==> src/hdl/asd_cfg.svh <==
// Constants of the address space decoder: map bounds, register layout, reset values.
// Assumes a single 200 MHz system clock and a plain register port.
//
// Overview of operation
// ROM-enabled: 0x0-0x3FFFF is on-chip ROM, 32-bit
// ROM-enabled: space 0 and 4 are 2 MB
// Spaces 1-3, 5-7 are fixed 4 MB windows
// ROM-disabled: spaces 0 and 4 are 4 MB
// Peripheral area 8/16-bit, on-chip RAM 32-bit
// Masters never access reserved ranges
// Single-chip mode: no external spaces
// Spaces 4-7 reserved on flash variant
// ROM-disabled: spaces 0/4 width from mode pin
// Other space widths come from the register
// Software writes low byte once after reset
// No space access before register setup
// Small variant: software keeps widths at 16 or less
// Bit 15,12-8 read 0, bit 14 reads 1
// Bit 13 gates timer register access, resets 1
// Bit 7 forces 32-bit for spaces 3/7
// Bits 6,5,4 force 32-bit for pairs 2,1,0
// Size bits choose 8 or 16 bit, reset 1
// Pair 0/4 longword bit only when ROM enabled
// Chip selects decoded only for top byte 0 or 1
// Reserved or absent space starts no external cycle
`ifndef ASD_CFG_SVH
`define ASD_CFG_SVH

// ----------------------------------------
// Register map
// ----------------------------------------
`define ASD_REG_BUS_CTRL_FIRST   4'h0
`define ASD_REG_STATUS           4'h4
`define ASD_BCF_RESET            16'h600F
`define ASD_BCF_FIXED_MASK       16'hDF00
`define ASD_BCF_FIXED_VAL        16'h4000
`define ASD_BIT_TIMER_EN         13
`define ASD_BIT_LG0              4
`define ASD_BIT_SZ0              0

// ----------------------------------------
// Address map
// ----------------------------------------
`define ASD_ROM_LAST             32'h0003FFFF
`define ASD_PERIPH_FIRST         32'hFFFF8000
`define ASD_PERIPH_LAST          32'hFFFFBFFF
`define ASD_RAM_FIRST            32'hFFFFE000
`define ASD_EXT_TOP0             8'h00
`define ASD_EXT_TOP1             8'h01
`define ASD_HALF_BIT             21

`endif

==> src/hdl/asd_pkg.sv <==
// Types of the address space decoder.
// Assumes asd_cfg.svh is compiled alongside.
package asd_pkg;

	typedef enum logic [2:0]
	{
		ASD_TGT_NONE   = 3'h0,
		ASD_TGT_ROM    = 3'h1,
		ASD_TGT_EXT    = 3'h3,
		ASD_TGT_PERIPH = 3'h2,
		ASD_TGT_RAM    = 3'h6
	} asd_target_t;

	typedef enum logic [1:0]
	{
		ASD_W8  = 2'h0,
		ASD_W16 = 2'h1,
		ASD_W32 = 2'h2
	} asd_width_t;

	// Result of one decoded access
	typedef struct packed
	{
		asd_target_t target;
		logic [7:0]  chip_select_n;
		asd_width_t  width;
		logic [21:0] ext_addr;
		logic        timer_access;
	} asd_decode_t;

endpackage

==> src/hdl/asd_decoder.sv <==
// Address space decoder: maps a 32-bit internal address to on-chip and
// external chip-select spaces and holds the first bus control register.
// Assumes synchronous inputs on clk_sys and mode straps stable after reset.
`timescale 1ns/1ps
`default_nettype none
`include "asd_cfg.svh"

module asd_decoder
(
	// Clock and reset
	input  wire logic                clk_sys,
	input  wire logic                rst_n,
	// Mode straps
	input  wire logic                rom_enabled,
	input  wire logic                single_chip,
	input  wire logic                cs4_7_present,
	input  wire logic                wide_variant,
	input  wire logic                mode_pin_width,
	// Access request from the bus masters
	input  wire logic                acc_valid,
	input  wire logic [31:0]         acc_addr,
	input  wire logic                acc_timer_regs,
	// Register port
	input  wire logic [3:0]          reg_addr,
	input  wire logic [15:0]         reg_wdata,
	input  wire logic                reg_wr,
	input  wire logic                reg_rd,
	output logic      [15:0]         reg_rdata,
	// Decode result
	output asd_pkg::asd_decode_t     dec_out,
	output logic                     dec_valid,
	output logic                     timer_regs_access_enable
);
	import asd_pkg::*;

	// ----------------------------------------
	// Width selection
	// ----------------------------------------
	function automatic asd_width_t pair_width(input logic lg, input logic sz);
		if (lg)
			pair_width = ASD_W32;
		else if (sz)
			pair_width = ASD_W16;
		else
			pair_width = ASD_W8;
	endfunction

	// ----------------------------------------
	// Bus control register
	// ----------------------------------------
	logic [15:0] bus_control_first_q;
	logic [15:0] bcf_d;
	logic [15:0] bcf_view;
	logic [15:0] stat_view;
	logic        wr_bcf;
	logic        rd_bcf;
	logic        rd_stat;
	logic [15:0] rdata_d;

	assign wr_bcf  = reg_wr && (reg_addr == `ASD_REG_BUS_CTRL_FIRST);
	assign rd_bcf  = reg_rd && (reg_addr == `ASD_REG_BUS_CTRL_FIRST);
	assign rd_stat = reg_rd && (reg_addr == `ASD_REG_STATUS);

	// Fixed bits take their constant values whatever is written; see
	// Longword bits are held 0 on the small variant; see
	assign bcf_d = ((reg_wdata & ~`ASD_BCF_FIXED_MASK) | `ASD_BCF_FIXED_VAL)
		& (wide_variant ? 16'hFFFF : 16'hFF0F);
	assign bcf_view = (bus_control_first_q & ~`ASD_BCF_FIXED_MASK) | `ASD_BCF_FIXED_VAL;
	assign stat_view = {11'h000, wide_variant, cs4_7_present, single_chip, rom_enabled, mode_pin_width};

	always_comb
	begin
		if (rd_bcf)
			rdata_d = bcf_view;
		else if (rd_stat)
			rdata_d = stat_view;
		else
			rdata_d = 16'h0000;
	end

	always_ff @(posedge clk_sys)
	begin
		if (!rst_n)
			bus_control_first_q <= `ASD_BCF_RESET; // see
		else if (wr_bcf)
			bus_control_first_q <= bcf_d;
	end

	always_ff @(posedge clk_sys)
	begin
		if (!rst_n)
			reg_rdata <= 16'h0000;
		else
			reg_rdata <= rdata_d;
	end

	// ----------------------------------------
	// Address decode
	// ----------------------------------------
	logic [7:0]  top;
	logic [1:0]  cs_sel;
	logic [2:0]  cs_idx;
	logic        ext_zone;
	logic        ext_ok;
	logic        in_rom;
	logic        in_periph;
	logic        in_ram;
	logic [1:0]  pair;
	logic        pair_lg;
	logic        pair_sz;
	asd_width_t  ext_width;
	asd_width_t  pin_width;
	asd_decode_t dec_d;

	assign top      = acc_addr[31:24];
	assign cs_sel   = acc_addr[23:22];
	assign cs_idx   = {top[0], cs_sel};
	assign ext_zone = (top == `ASD_EXT_TOP0) || (top == `ASD_EXT_TOP1);
	assign in_rom   = rom_enabled && (acc_addr <= `ASD_ROM_LAST);
	assign in_periph = (acc_addr >= `ASD_PERIPH_FIRST) && (acc_addr <= `ASD_PERIPH_LAST);
	assign in_ram   = acc_addr >= `ASD_RAM_FIRST;

	// Space 0/4 is half size when ROM is enabled; the low half is reserved; see see
	// Spaces 1-3 and 5-7 are always full 4 MB windows; see
	// External spaces are absent in single chip mode, 4-7 absent on flash; see see
	assign ext_ok = ext_zone && !single_chip
		&& !(top[0] && !cs4_7_present)
		&& !(cs_sel == 2'h0 && rom_enabled && !acc_addr[`ASD_HALF_BIT]);

	assign pair    = cs_sel;
	assign pair_lg = bus_control_first_q[`ASD_BIT_LG0 + pair]; // see
	assign pair_sz = bus_control_first_q[`ASD_BIT_SZ0 + pair];

	// Pin picks 8/16 on the small variant, 16/32 on the wide one; see
	assign pin_width = wide_variant ? (mode_pin_width ? ASD_W32 : ASD_W16)
		: (mode_pin_width ? ASD_W16 : ASD_W8);

	// Pair 0/4 longword bit ignored in ROM-disabled mode; see see
	assign ext_width = (pair == 2'h0 && !rom_enabled) ? pin_width : pair_width(pair_lg, pair_sz);

	always_comb
	begin
		dec_d = '0;
		dec_d.chip_select_n = 8'hFF;
		dec_d.target = ASD_TGT_NONE;
		dec_d.width = ASD_W32;
		dec_d.ext_addr = acc_addr[21:0];
		dec_d.timer_access = acc_timer_regs && bus_control_first_q[`ASD_BIT_TIMER_EN];
		if (in_rom)
		begin
			dec_d.target = ASD_TGT_ROM;
			dec_d.width = ASD_W32;
		end
		else if (ext_ok)
		begin
			dec_d.target = ASD_TGT_EXT;
			dec_d.width = ext_width;
			dec_d.chip_select_n = ~(8'h01 << cs_idx);
		end
		else if (in_periph)
		begin
			dec_d.target = ASD_TGT_PERIPH;
			dec_d.width = ASD_W16;
		end
		else if (in_ram)
		begin
			dec_d.target = ASD_TGT_RAM;
			dec_d.width = ASD_W32;
		end
		// Reserved ranges fall through with no select; see see
		if (!acc_valid)
		begin
			dec_d.chip_select_n = 8'hFF;
			dec_d.timer_access = 1'b0;
		end
	end

	// ----------------------------------------
	// Output registers
	// ----------------------------------------
	always_ff @(posedge clk_sys)
	begin
		if (!rst_n)
		begin
			dec_out <= '{target: ASD_TGT_NONE, chip_select_n: 8'hFF, width: ASD_W32,
				ext_addr: 22'h000000, timer_access: 1'b0};
			dec_valid <= 1'b0;
			timer_regs_access_enable <= 1'b1;
		end
		else
		begin
			dec_out <= dec_d;
			dec_valid <= acc_valid;
			timer_regs_access_enable <= bus_control_first_q[`ASD_BIT_TIMER_EN];
		end
	end

endmodule
`default_nettype wire

==> config.mk <==
export PLATFORM = sky130hd
export DESIGN_NAME = asd_decoder
export DESIGN_NICKNAME = d
export VERILOG_FILES = /design/src/hdl/asd_pkg.sv /design/src/hdl/asd_decoder.sv
export VERILOG_INCLUDE_DIRS = /design/src /design/src/hdl
export SDC_FILE = /design/constraint.sdc
export NUM_CORES = 1
export LEC_CHECK = 0
export BUFFER_PORTS_ARGS = -buffer_cell sky130_fd_sc_hd__buf_2
export CORE_AREA = 2 2 76 78
export CTS_CLUSTER_DIAMETER = 80
export DETAILED_ROUTE_END_ITERATION = 8
export DIE_AREA = 0 0 78 80
export GPL_TIMING_DRIVEN = 0
export PLACE_DENSITY = 0.72
export SYNTH_ARGS = -nofsm -noshare
export SYNTH_HDL_FRONTEND = slang
export SYNTH_SLANG_ARGS = --single-unit
==> constraint.sdc <==
create_clock -name clk_sys -period 1.4 [get_ports clk_sys]
set_clock_uncertainty 0.2 [all_clocks]
set_input_delay 0.07 -clock clk_sys [delete_from_list [all_inputs] [get_ports clk_sys]]
set_output_delay 0.07 -clock clk_sys [all_outputs]
set_load 0.01 [all_outputs]
# Word-level counts from Yosys, hierarchy flattened
# Cells that the tools add are included.
dict set report word_totals {
  regBits 70
  latchBits 0
  mem_bits_rw 0
  rom_bits 0
  mem_count 0
}
dict set report op_classes {
  n_addsub 1
  n_mul 0
  div_mod_pow 0
  order_cmp 6
  n_eq_ne 2
  n_shift 1
  muxes 19
  n_bitwise 5
  reduce_logical 28
}
# cell n
set op_table {}
lappend op_table {{$ge 32x32->1 const B} 2}
lappend op_table {{$le 32x18->1 const B} 1}
lappend op_table {{$le 32x32->1 const B} 1}
lappend op_table {{$and 15x16->16} 1}
lappend op_table {{$mux 2} 8}
lappend op_table {{$mux 15} 1}
lappend op_table {{$logic_and 1x1->1} 13}
lappend op_table {{$eq 8x1->1 const B} 1}
lappend op_table {{$logic_not 8->1} 1}
lappend op_table {{$mux 8} 1}
lappend op_table {{$not 8->8} 1}
lappend op_table {{$reduce_or 4->1} 2}
lappend op_table {{$shl 1x3->8 const A} 1}
lappend op_table {{$logic_not 1->1} 6}
lappend op_table {{$lt 2x5->1 const B} 1}
lappend op_table {{$lt 4x5->1 const B} 1}
lappend op_table {{$mux 1} 5}
lappend op_table {{$mux 5} 1}
lappend op_table {{$add 3x2->4 const A} 1}
lappend op_table {{$bmux 1 s4} 1}
lappend op_table {{$eq 4x3->1 const B} 1}
lappend op_table {{$logic_not 4->1} 1}
lappend op_table {{$reduce_or 2->1} 2}
lappend op_table {{$mux 3} 1}
lappend op_table {{5 further kinds} 7}

# Depth between registers and ports, before layout
# Gate-level depths: netlist of run 1.
dict set report depth {
  word_depth 7
  depth_mapped 6
  ltp_nobuf 5
}

# Worst setup path before layout of run 1
# OpenSTA, ideal clock, no wires.
dict set report synth_timing {
  kind {reg-to-reg}
  startpoint {register bus_control_first_q[4]}
  endpoint {register dec_out[24] (netlist name)}
  setup_ns 0.122
  t_arrival_ns 1.112
  required_ns 1.078
  slack_ns -0.034
  stages_incl_launch_ff 5
  path_buffers 0
  path_cell_list {dfxtp_1 and2_1 mux4_2 nor3b_1 o21ai_0}
}
dict set report synth_via {
  elab_chain_cells 5
}
# element line
set synth_rtl {}
lappend synth_rtl {{start, declared} asd_decoder.sv:51} ;# logic [15:0] bus_control_first_q;
lappend synth_rtl {{start signal, assigned} asd_decoder.sv:84} ;# bus_control_first_q <= `ASD_BCF_RESET;
lappend synth_rtl {{$bmux 1 s4} asd_decoder.sv:131} ;# assign pair_lg = bus_control_first_q[`ASD_BIT_LG0 + pair];
lappend synth_rtl {{$mux 1} asd_decoder.sv:131}
lappend synth_rtl {{$mux 2} asd_decoder.sv:40} ;# if (lg)
lappend synth_rtl {{$mux 2} asd_decoder.sv:139} ;# assign ext_width = (pair == 2'h0 && !rom_enabled) ? pin_width : pair_width(pair_lg, pair_sz);
lappend synth_rtl {{$mux 2} asd_decoder.sv:154} ;# else if (ext_ok)
lappend synth_rtl {{end signal, assigned} asd_decoder.sv:185} ;# dec_out <= '{target: ASD_TGT_NONE, chip_select_n: 8'hFF, width: ASD_W32,
lappend synth_rtl {{end, declared} asd_decoder.sv:30} ;# output asd_pkg::asd_decode_t dec_out,
# Every way passes these cells. The select of a mux whose other input is x is not followed.
# A chain may end at the register's enable or synchronous reset.

# Worst setup path after layout of run 1
# Same ends and word-level chain as after synthesis.

==> results of run 1 <==
-- area by class of cell --
| class | instances | area [sq um] |
|---|---|---|
| fillers | 448 | 2060 |
| flip-flops and latches | 57 | 1140 |
| repair buffers | 152 | 1020 |
| multi-input cells | 128 | 778 |
| clock buffers | 11 | 151 |
| well taps | 72 | 90.1 |
| plain buffers | 13 | 82.6 |
| clock inverters | 5 | 77.6 |
| inverters | 3 | 11.3 |
-- logic make-up (layout without fill, tap and decap cells) --
kind of cell | Yosys count | count (layout) | share of synthesized area
and+or+nand+nor | 104 | 104 | 0.289
DFF | 57 | 57 | 0.578
buffers and inverters | 16 | 184 | 0.0469
AOI/OAI and AO/OA | 11 | 11 | 0.0412
muxes | 6 | 6 | 0.0368
adders and majority gates | 1 | 1 | 0.00634
other | 1 | 6 | 0.00190
-- power by group --
group          switching (W)  internal [W]  total [W]  leakage, nW
logic               0.000171      0.000235   0.000406         1.02
clock network       0.000635       0.00109    0.00173        0.115
registers          0.0000114       0.00167    0.00168        0.467
total               0.000817       0.00299    0.00381         1.60
-- metrics by stage --
step / TNS [ns] / power, W
after detailed placement: -1.57 / 0.00200
after global routing: -0.121 / 0.00396
after floorplan: -0.00413 / 0.00185
after CTS: -0.236 / 0.00383
final: -0.0720 / 0.00381
after global placement: -1.32 / 0.00200
-- sequential cells by signal, summed over array words and instances, names as in the netlist --
register                  flops
dec_out                      36
reg_rdata                    10
bus_control_first_q           9
dec_valid                     1
timer_regs_access_enable      1
-- metal layers --
layer / up-vias / part of all wire / wire [um]
met4: 0 / 0.0088 / 51
met5: - / 0 / 0
met2: 89 / 0.49 / 2850
met1: 902 / 0.42 / 2400
li1: 981 / - / -
met3: 7 / 0.082 / 473
-- worst min-delay path, cell delays in order --
cell and delay [ns]:
buf_2 0.11, nand4_1 0.08, nor4_2 0.05, nand4_1 0.07
nor2_1 0.05
-- how the worst max path moves through the flow --
stage	from	to	slack (ns)	depth (start not counted)
global placement	acc_addr[22]	dec_out[28]$_SDFF_PP1_	-0.14	6
finish	bus_control_first_q[4]$_SDFFE_PN0P_	dec_out[24]$_SDFF_PP1_	-0.07	4
CTS	bus_control_first_q[4]$_SDFFE_PN0P_	dec_out[24]$_SDFF_PP1_	-0.08	4
detailed placement	acc_addr[22]	dec_out[28]$_SDFF_PP1_	-0.15	6
floorplan	bus_control_first_q[4]$_SDFFE_PN0P_	dec_out[24]$_SDFF_PP1_	-0.004	4
global route	bus_control_first_q[4]$_SDFFE_PN0P_	dec_out[24]$_SDFF_PP1_	-0.10	4
-- layout by cell type (no fill, tap or decap), types with 5 or more instances in the layout --
| cell | netlist | final |
|---|---|---|
| nand4_1 | 5 | 5 |
| nand2_1 | 23 | 23 |
| mux2i_1 | 5 | 5 |
| nor2_1 | 10 | 10 |
| conb_1 | 1 | 6 |
| buf_2 | 2 | 103 |
| nand3_1 | 13 | 13 |
| dlygate4sd3_1 | 0 | 51 |
| buf_4 | 8 | 8 |
| dfxtp_1 | 57 | 56 |
| clkbuf_8 | 0 | 11 |
| and2_1 | 27 | 26 |
-- what timing repair did --
item,CTS,global route
setup endpoints to repair,1,8
gates resized for setup,1,4
endpoints found under the hold margin,54,7
cloned,0,0
hold buffers,47,7
pin swaps,0,3
==> summary.txt, run 1 <==
GRT
---------------------------------------------------------------------------------
Met1 GRT Util                                                               0.203
Pin count of the biggest net entering global routing                           11
Vias in the first global route                                               1877
Wire length of the first global-routing pass                              8770 um
Global Route met3 Usage                                                    0.0656
Most heavily used metal layer in global routing                              met2
Overall global routing resource usage                                       0.189
Total overflow reported by the global router                                    0
Antenna violations before repair                                                0
Global-route track usage on met2                                            0.341

TIMING
---------------------------------------------------------------------------------
Count of final max-slew check failures                                          0
Endpoints failing setup                                                         1
Share of the clock period used by the worst path after layout                1.05
Post-route minimum period                                                 1.47 ns
Worst setup slack after layout                                         -0.0720 ns
Achievable frequency                                                      679 MHz
Final hold violation count                                                      3
Worst slack on hold paths                                              -0.0495 ns
RSZ-0062 raised after global routing                                         true

WORST HOLD PATH
---------------------------------------------------------------------------------
Worst hold path stage count                                                     5
Capture endpoint of the worst hold path                              dec_out[35]$_SDFF_PP0_
Hold crit path type                                                  input pin to flop
Source of the worst hold timing path                                 acc_addr[28]

CLOCKING
---------------------------------------------------------------------------------
Clock Tree Buf Depth                                                            2
Worst skew pair latency                                                   0.33 ns
CTS Buf Count                                                                   9
H-tree levels                                                                   3
Clock-pin slew on the worst setup and hold paths                          0.06 ns
TritonCTS clock tree                                                        built
Clock Tree Root                                                          clkbuf_8
Setup repair bufs after CTS                                                     0
Total number of clock tree sinks                                               57

DRT
---------------------------------------------------------------------------------
Vias per cell                                                                4.49
Number of remaining DRC errors                                                  0
Routed via count                                                             1979
DRT iter0 DRCs                                                                 84
Number of antenna-violating nets in the routed design                           0
Drt first pass iters                                                            4
Post-detailed-route wirelength per cell                                   13.1 um
Wire length reported by the detailed router                               5780 um

LAYOUT
---------------------------------------------------------------------------------
Share of the core filled with cells in the final layout                     0.620
Final Cell Area                                                      0.00335 sq mm
Synthesis-to-layout area growth                                             69.8%
Number of nets in the layout                                                  428
Inserted Diodes                                                                 0
Final instance count without filler cells                                     441
Fraction of layout instances using a drive strength above 1                 0.371

SYNTH
---------------------------------------------------------------------------------
Top area cells in the synthesized netlist                            dfxtp_1 (58%), and2_1 (8.6%), nand2_1 (4.4%)
Most frequent cells after synthesis                                  dfxtp_1 (57), and2_1 (27), nand2_1 (23), nand3_1 (13), nor2_1 (10)
Share of async-settable or async-resettable flops after synthesis               0
Number of instances in the synthesized netlist                                196
Flip-flop cell with the highest count after synthesis                     dfxtp_1
Library cell occupying the most area in the post-synthesis netlist        dfxtp_1
Netlist Area Pre-Place                                               0.00197 sq mm
Sequential-to-total area share from yosys stat                              0.578
Yosys warnings                                                                  0
EDFF count, synth                                                               0
Flip-flop and latch count after synthesis                                      57
Most used standard cell by instance count after synthesis                 dfxtp_1
Fraction of synthesized cell area taken by the top area cell type           0.578
Per-instance average area after synthesis                              10.1 sq um
Count of unique library cells instantiated by Yosys                            35

SETUP PATH
---------------------------------------------------------------------------------
WP buf/inv                                                                      0
CP startpoint kind                                                           flop
Data arrival time of the critical path                                    1.49 ns
Worst-case register-to-register setup slack                              -0.07 ns
Worst Setup End Kind                                                         flop
CP Max Fanout                                                                   4
Required time at the worst-slack endpoint                                 1.42 ns
Cell count of the worst reg-to-reg path                                         4
Crit path kind                                                       flop to flop
Sequence of cells on the critical path                               and2_4, mux4_2, nor3b_2, o21ai_1
FF-to-FF Start                                                       bus_control_first_q[4]$_SDFFE_PN0P_
Endpoint of the lowest-slack register-to-register path               dec_out[24]$_SDFF_PP1_
Max stage delay on crit path                                              0.45 ns
Delay-heaviest family, CP                                            multiplexers
CP max-delay cell                                                          mux4_2

PLACE
---------------------------------------------------------------------------------
Placement-stage worst setup slack                                       -0.149 ns
Final Wtd Congestion                                                        0.761
Number of placed instances, taps included                                     374
Number of buffers inserted by port buffering                                  101
HPWL Detailed                                                             3800 um
Cell Area, Placed                                                    0.00259 sq mm

DIE
---------------------------------------------------------------------------------
Die Ht                                                                      80 um
Floorplan die area                                                   0.00624 sq mm
Core Box Area                                                        0.00541 sq mm
Die width                                                                   78 um
I/O Pins                                                                      117
FP Rows                                                                        27
Initial Util                                                                0.365

POWER AND IR DROP
---------------------------------------------------------------------------------
Ratio of total power to cell area                                    1140 mW/mm^2
Static Leak                                                               1.60 nW
Max VDD drop                                                               511 uV

OUTCOME
---------------------------------------------------------------------------------
Violations in the final reports                                      hold timing, setup timing
Outcome                                                              complete, but fails checks

RUN
---------------------------------------------------------------------------------
Reported max-cap violation count                                                0

(Power assumes the default switching activity.)
==> run 2, diff against run 1 <==
--- a/config.mk
+++ b/config.mk
@@ -7,12 +7,14 @@
 export NUM_CORES = 1
 export LEC_CHECK = 0
 export BUFFER_PORTS_ARGS = -buffer_cell sky130_fd_sc_hd__buf_2
-export CORE_AREA = 2 2 76 78
+export CELL_PAD_IN_SITES_DETAIL_PLACEMENT = 0
+export CELL_PAD_IN_SITES_GLOBAL_PLACEMENT = 2
+export CORE_AREA = 2 2 100 102
 export CTS_CLUSTER_DIAMETER = 80
 export DETAILED_ROUTE_END_ITERATION = 8
-export DIE_AREA = 0 0 78 80
+export DIE_AREA = 0 0 102 104
 export GPL_TIMING_DRIVEN = 0
-export PLACE_DENSITY = 0.72
+export PLACE_DENSITY_LB_ADDON = 0.1
 export SYNTH_ARGS = -nofsm -noshare
 export SYNTH_HDL_FRONTEND = slang
 export SYNTH_SLANG_ARGS = --single-unit
==> constraint.sdc (replaced) <==
create_clock -name clk_sys -period 1.4 [get_ports clk_sys]
set_clock_uncertainty 0.2 [all_clocks]
set_input_delay 0.14 -clock clk_sys [delete_from_list [all_inputs] [get_ports clk_sys]]
set_output_delay 0.14 -clock clk_sys [all_outputs]
set_load 0.01 [all_outputs]
==> run 2 against run 1 <==
The flow finishes with violations (setup timing). Combinational power fell by 3%. Critical path depth did not move. Non-clock buffer count fell by 7. Fmax fell by 0.26%. Cell count rose by 12%. First-iteration DRC count fell by 52%. Worst setup slack got worse by 0.0038 ns. Sequential share of layout area rose by 0.050 points. Count of clock-buffer cells in the layout did not move. Die area rose by 70%. Critical path type unchanged. Largest power group unchanged.
==> summary.txt, run 2 (synthesis gave the netlist of run 1 again) <==
LAYOUT
----------------------------------------------------------------------------
Final instance count without filler cells                                493   +12%
Highest-count cells in the layout ignoring fill and taps        buf_2 (103), dfxtp_1 (55), dlygate4sd3_1 (44), and2_1 (26), nand2_1 (22)
Register containing the most flip-flops in the final layout          dec_out
Inserted Diodes                                                            0   unchanged
Most common cell after layout, fill and taps aside                     buf_2
Synthesis-to-layout area growth                                        69.7%   about the same
Largest register FFs                                                      36   unchanged
Fraction of layout instances using a drive strength above 1            0.375   +0.00373
Share of the core filled with cells in the final layout                0.351   -0.269
Largest registers in the final layout                           dec_out: 36 flops, reg_rdata: 10 flops, bus_control_first_q: 9 flops
Number of nets in the layout                                             421   -1.6%

DIE
----------------------------------------------------------------------------
Floorplan die area                                              0.0106 sq mm   +70%
Core Box Area                                                   0.00955 sq mm   +77%
FP Rows                                                                   36   +33%
Initial Util                                                           0.207   -0.158
I/O Pins                                                                 117   unchanged
Die width                                                             102 um   +31%
Die Ht                                                                104 um   +30%

POWER AND IR DROP
----------------------------------------------------------------------------
Max VDD drop                                                          345 uV   -32%
Static Leak                                                          1.55 nW   -2.8%
Ratio of total power to cell area                               1130 mW/mm^2   -1.0%
Power after layout                                                 0.00377 W   -1.1%

CLOCKING
----------------------------------------------------------------------------
CTS Buf Count                                                              9   unchanged
H-tree levels                                                              3   unchanged
Worst skew pair latency                                              0.33 ns   about the same
TritonCTS clock tree                                                   built
Clock Tree Buf Depth                                                       2   unchanged
Clock-pin slew on the worst setup and hold paths                     0.06 ns   about the same
Total number of clock tree sinks                                          57   unchanged
Setup repair bufs after CTS                                                0   unchanged
Clock Tree Root                                                     clkbuf_8

SETUP PATH
----------------------------------------------------------------------------
FF-to-FF Start                                                  bus_control_first_q[4]$_SDFFE_PN0P_
Cell count of the worst reg-to-reg path                                    4   unchanged
CP max-delay cell                                                     mux4_2
Worst-case register-to-register setup slack                         -0.08 ns   about the same
Data arrival time of the critical path                               1.49 ns   about the same
Worst Setup End Kind                                                    flop
CP Max Fanout                                                              4   unchanged
Crit path kind                                                  flop to flop
Sequence of cells on the critical path                          and2_4, mux4_2, nor3b_2, o21ai_1
Endpoint of the lowest-slack register-to-register path          dec_out[24]$_SDFF_PP1_
Max stage delay on crit path                                         0.45 ns   about the same
CP startpoint kind                                                      flop
Required time at the worst-slack endpoint                            1.41 ns   about the same

TIMING
----------------------------------------------------------------------------
Post-route minimum period                                            1.48 ns   +0.00383 ns
Count of final max-slew check failures                                     0   unchanged
Slew Limit Headroom                                                    0.656
Setup TNS                                                         -0.0758 ns   -0.00383 ns
RSZ-0062 raised after global routing                                    true
Pin slew with the least headroom to its limit                       0.516 ns
Final hold violation count                                                 0   -3
Share of the clock period used by the worst path after layout           1.05   +0.00273
Achievable frequency                                                 678 MHz   -0.26%
Worst setup slack after layout                                    -0.0758 ns   -0.00383 ns
Endpoints failing setup                                                    1   unchanged

GRT
----------------------------------------------------------------------------
Total overflow reported by the global router                               0   unchanged
Vias in the first global route                                          2013   +7.2%
Wire length of the first global-routing pass                         9940 um   +13%
Pin count of the biggest net entering global routing                      11   unchanged
Overall global routing resource usage                                  0.125   -0.0648
Antenna violations before repair                                           0   unchanged

WORST HOLD PATH
----------------------------------------------------------------------------
Capture endpoint of the worst hold path                         dec_out[30]$_SDFF_PP1_
Hold crit path type                                             input pin to flop
Source of the worst hold timing path                            acc_addr[22]
Worst hold path stage count                                                3   -2

DRT
----------------------------------------------------------------------------
Number of remaining DRC errors                                             0   unchanged
Wire length reported by the detailed router                          6360 um   +10%
Post-detailed-route wirelength per cell                              12.9 um   -1.6%
Drt first pass iters                                                       4   unchanged
DRT iter0 DRCs                                                            40   -52%
Routed via count                                                        1894   -4.3%
Number of antenna-violating nets in the routed design                      0   unchanged
Vias per cell                                                           3.84   -14%

OUTCOME
----------------------------------------------------------------------------
Violations in the final reports                                 setup timing
Outcome                                                         complete, but fails checks

PLACE
----------------------------------------------------------------------------
HPWL Detailed                                                        4550 um   +20%
Placement-stage worst setup slack                                  -0.263 ns   -0.114 ns
Final Wtd Congestion                                                   0.677   -11%
Number of buffers inserted by port buffering                             101   unchanged
Number of placed instances, taps included                                435   +16%

RUN
----------------------------------------------------------------------------
Reported max-cap violation count                                           0   unchanged

run 2: changes by cell type in the layout (fill, tap and decap cells not counted):
| cell | delta |
|---|---|
| clkbuf_1 | +1 |
| dlygate4sd3_1 | -7 |
| dfxtp_2 | +1 |
| nand2_2 | +1 |
| nor4_1 | +1 |
| clkbuf_2 | -1 |
| dfxtp_1 | -1 |
| nor4_4 | +1 |
| clkinvlp_4 | -1 |
| clkinv_2 | -1 |
| nand2_1 | -1 |
| nor4_2 | -2 |
run 2: power by group:
part / total (W) / switching [W] / internal [W]
Combinational: 0.000392 / 0.000170 / 0.000222
Clock: 0.00170 / 0.000622 / 0.00108
Sequential: 0.00168 / 0.0000124 / 0.00167
Total: 0.00377 / 0.000804 / 0.00296
run 2: worst max path at each step:
stage                                                   start                     end  depth (start not counted)
final                     bus_control_first_q[4]$_SDFFE_PN0P_  dec_out[24]$_SDFF_PP1_                          4
after global routing      bus_control_first_q[4]$_SDFFE_PN0P_  dec_out[24]$_SDFF_PP1_                          4
after CTS                 bus_control_first_q[4]$_SDFFE_PN0P_  dec_out[24]$_SDFF_PP1_                          4
after detailed placement                         acc_addr[28]  dec_out[28]$_SDFF_PP1_                          6
after global placement                           acc_addr[24]  dec_out[28]$_SDFF_PP1_                          6
after floorplan           bus_control_first_q[4]$_SDFFE_PN0P_  dec_out[24]$_SDFF_PP1_                          4
run 2: metrics by stage:
stage / hold slack, ns / cell area (sq um)
2_1_floorplan: 0.0131 / 2000
3_3_place_gp: 0.147 / 2670
3_5_place_dp: 0.152 / 2670
4_1_cts: 0.00250 / 3330
5_1_grt: 0.0207 / 3350
6_report: 0.0128 / 3350
run 2: critical path, delay by kind of cell (launching register included):
| kind | cells | cell delay, ns |
|---|---|---|
| AND/OR/NAND/NOR | 2 | 0.30 |
| AO/OA/AOI/OAI | 1 | 0.07 |
| flip-flops | 1 | 0.33 |
| multiplexers | 1 | 0.45 |
run 2: cell type report:
class                      count  area [sq um]
buffer                        13          81.3
clock buffer                  11           151
clock inverter                 3          65.1
fill                        1049          6200
inverter                       3          11.3
multi-input combinational    128           783
sequential                    57          1140
tap                          133           166
timing repair buffer         145           946
run 2: per-layer routing:
metal	GRT usage	share of wire	vias up	wire, um
li1	-	-	965	-
met1	0.144	0.44	850	2770
met2	0.208	0.48	69	3050
met3	0.0336	0.066	10	417
met4	0.0638	0.019	0	124
met5	0	0	-	0
run 2: timing repair:
| item | 4_1_cts | 5_1_grt |
|---|---|---|
| pin swaps | 0 | 1 |
| setup endpoints to repair | 1 | 6 |
| gates resized for setup | 1 | 4 |
| hold buffers | 44 | 0 |
| endpoints found under the hold margin | 49 | 0 |
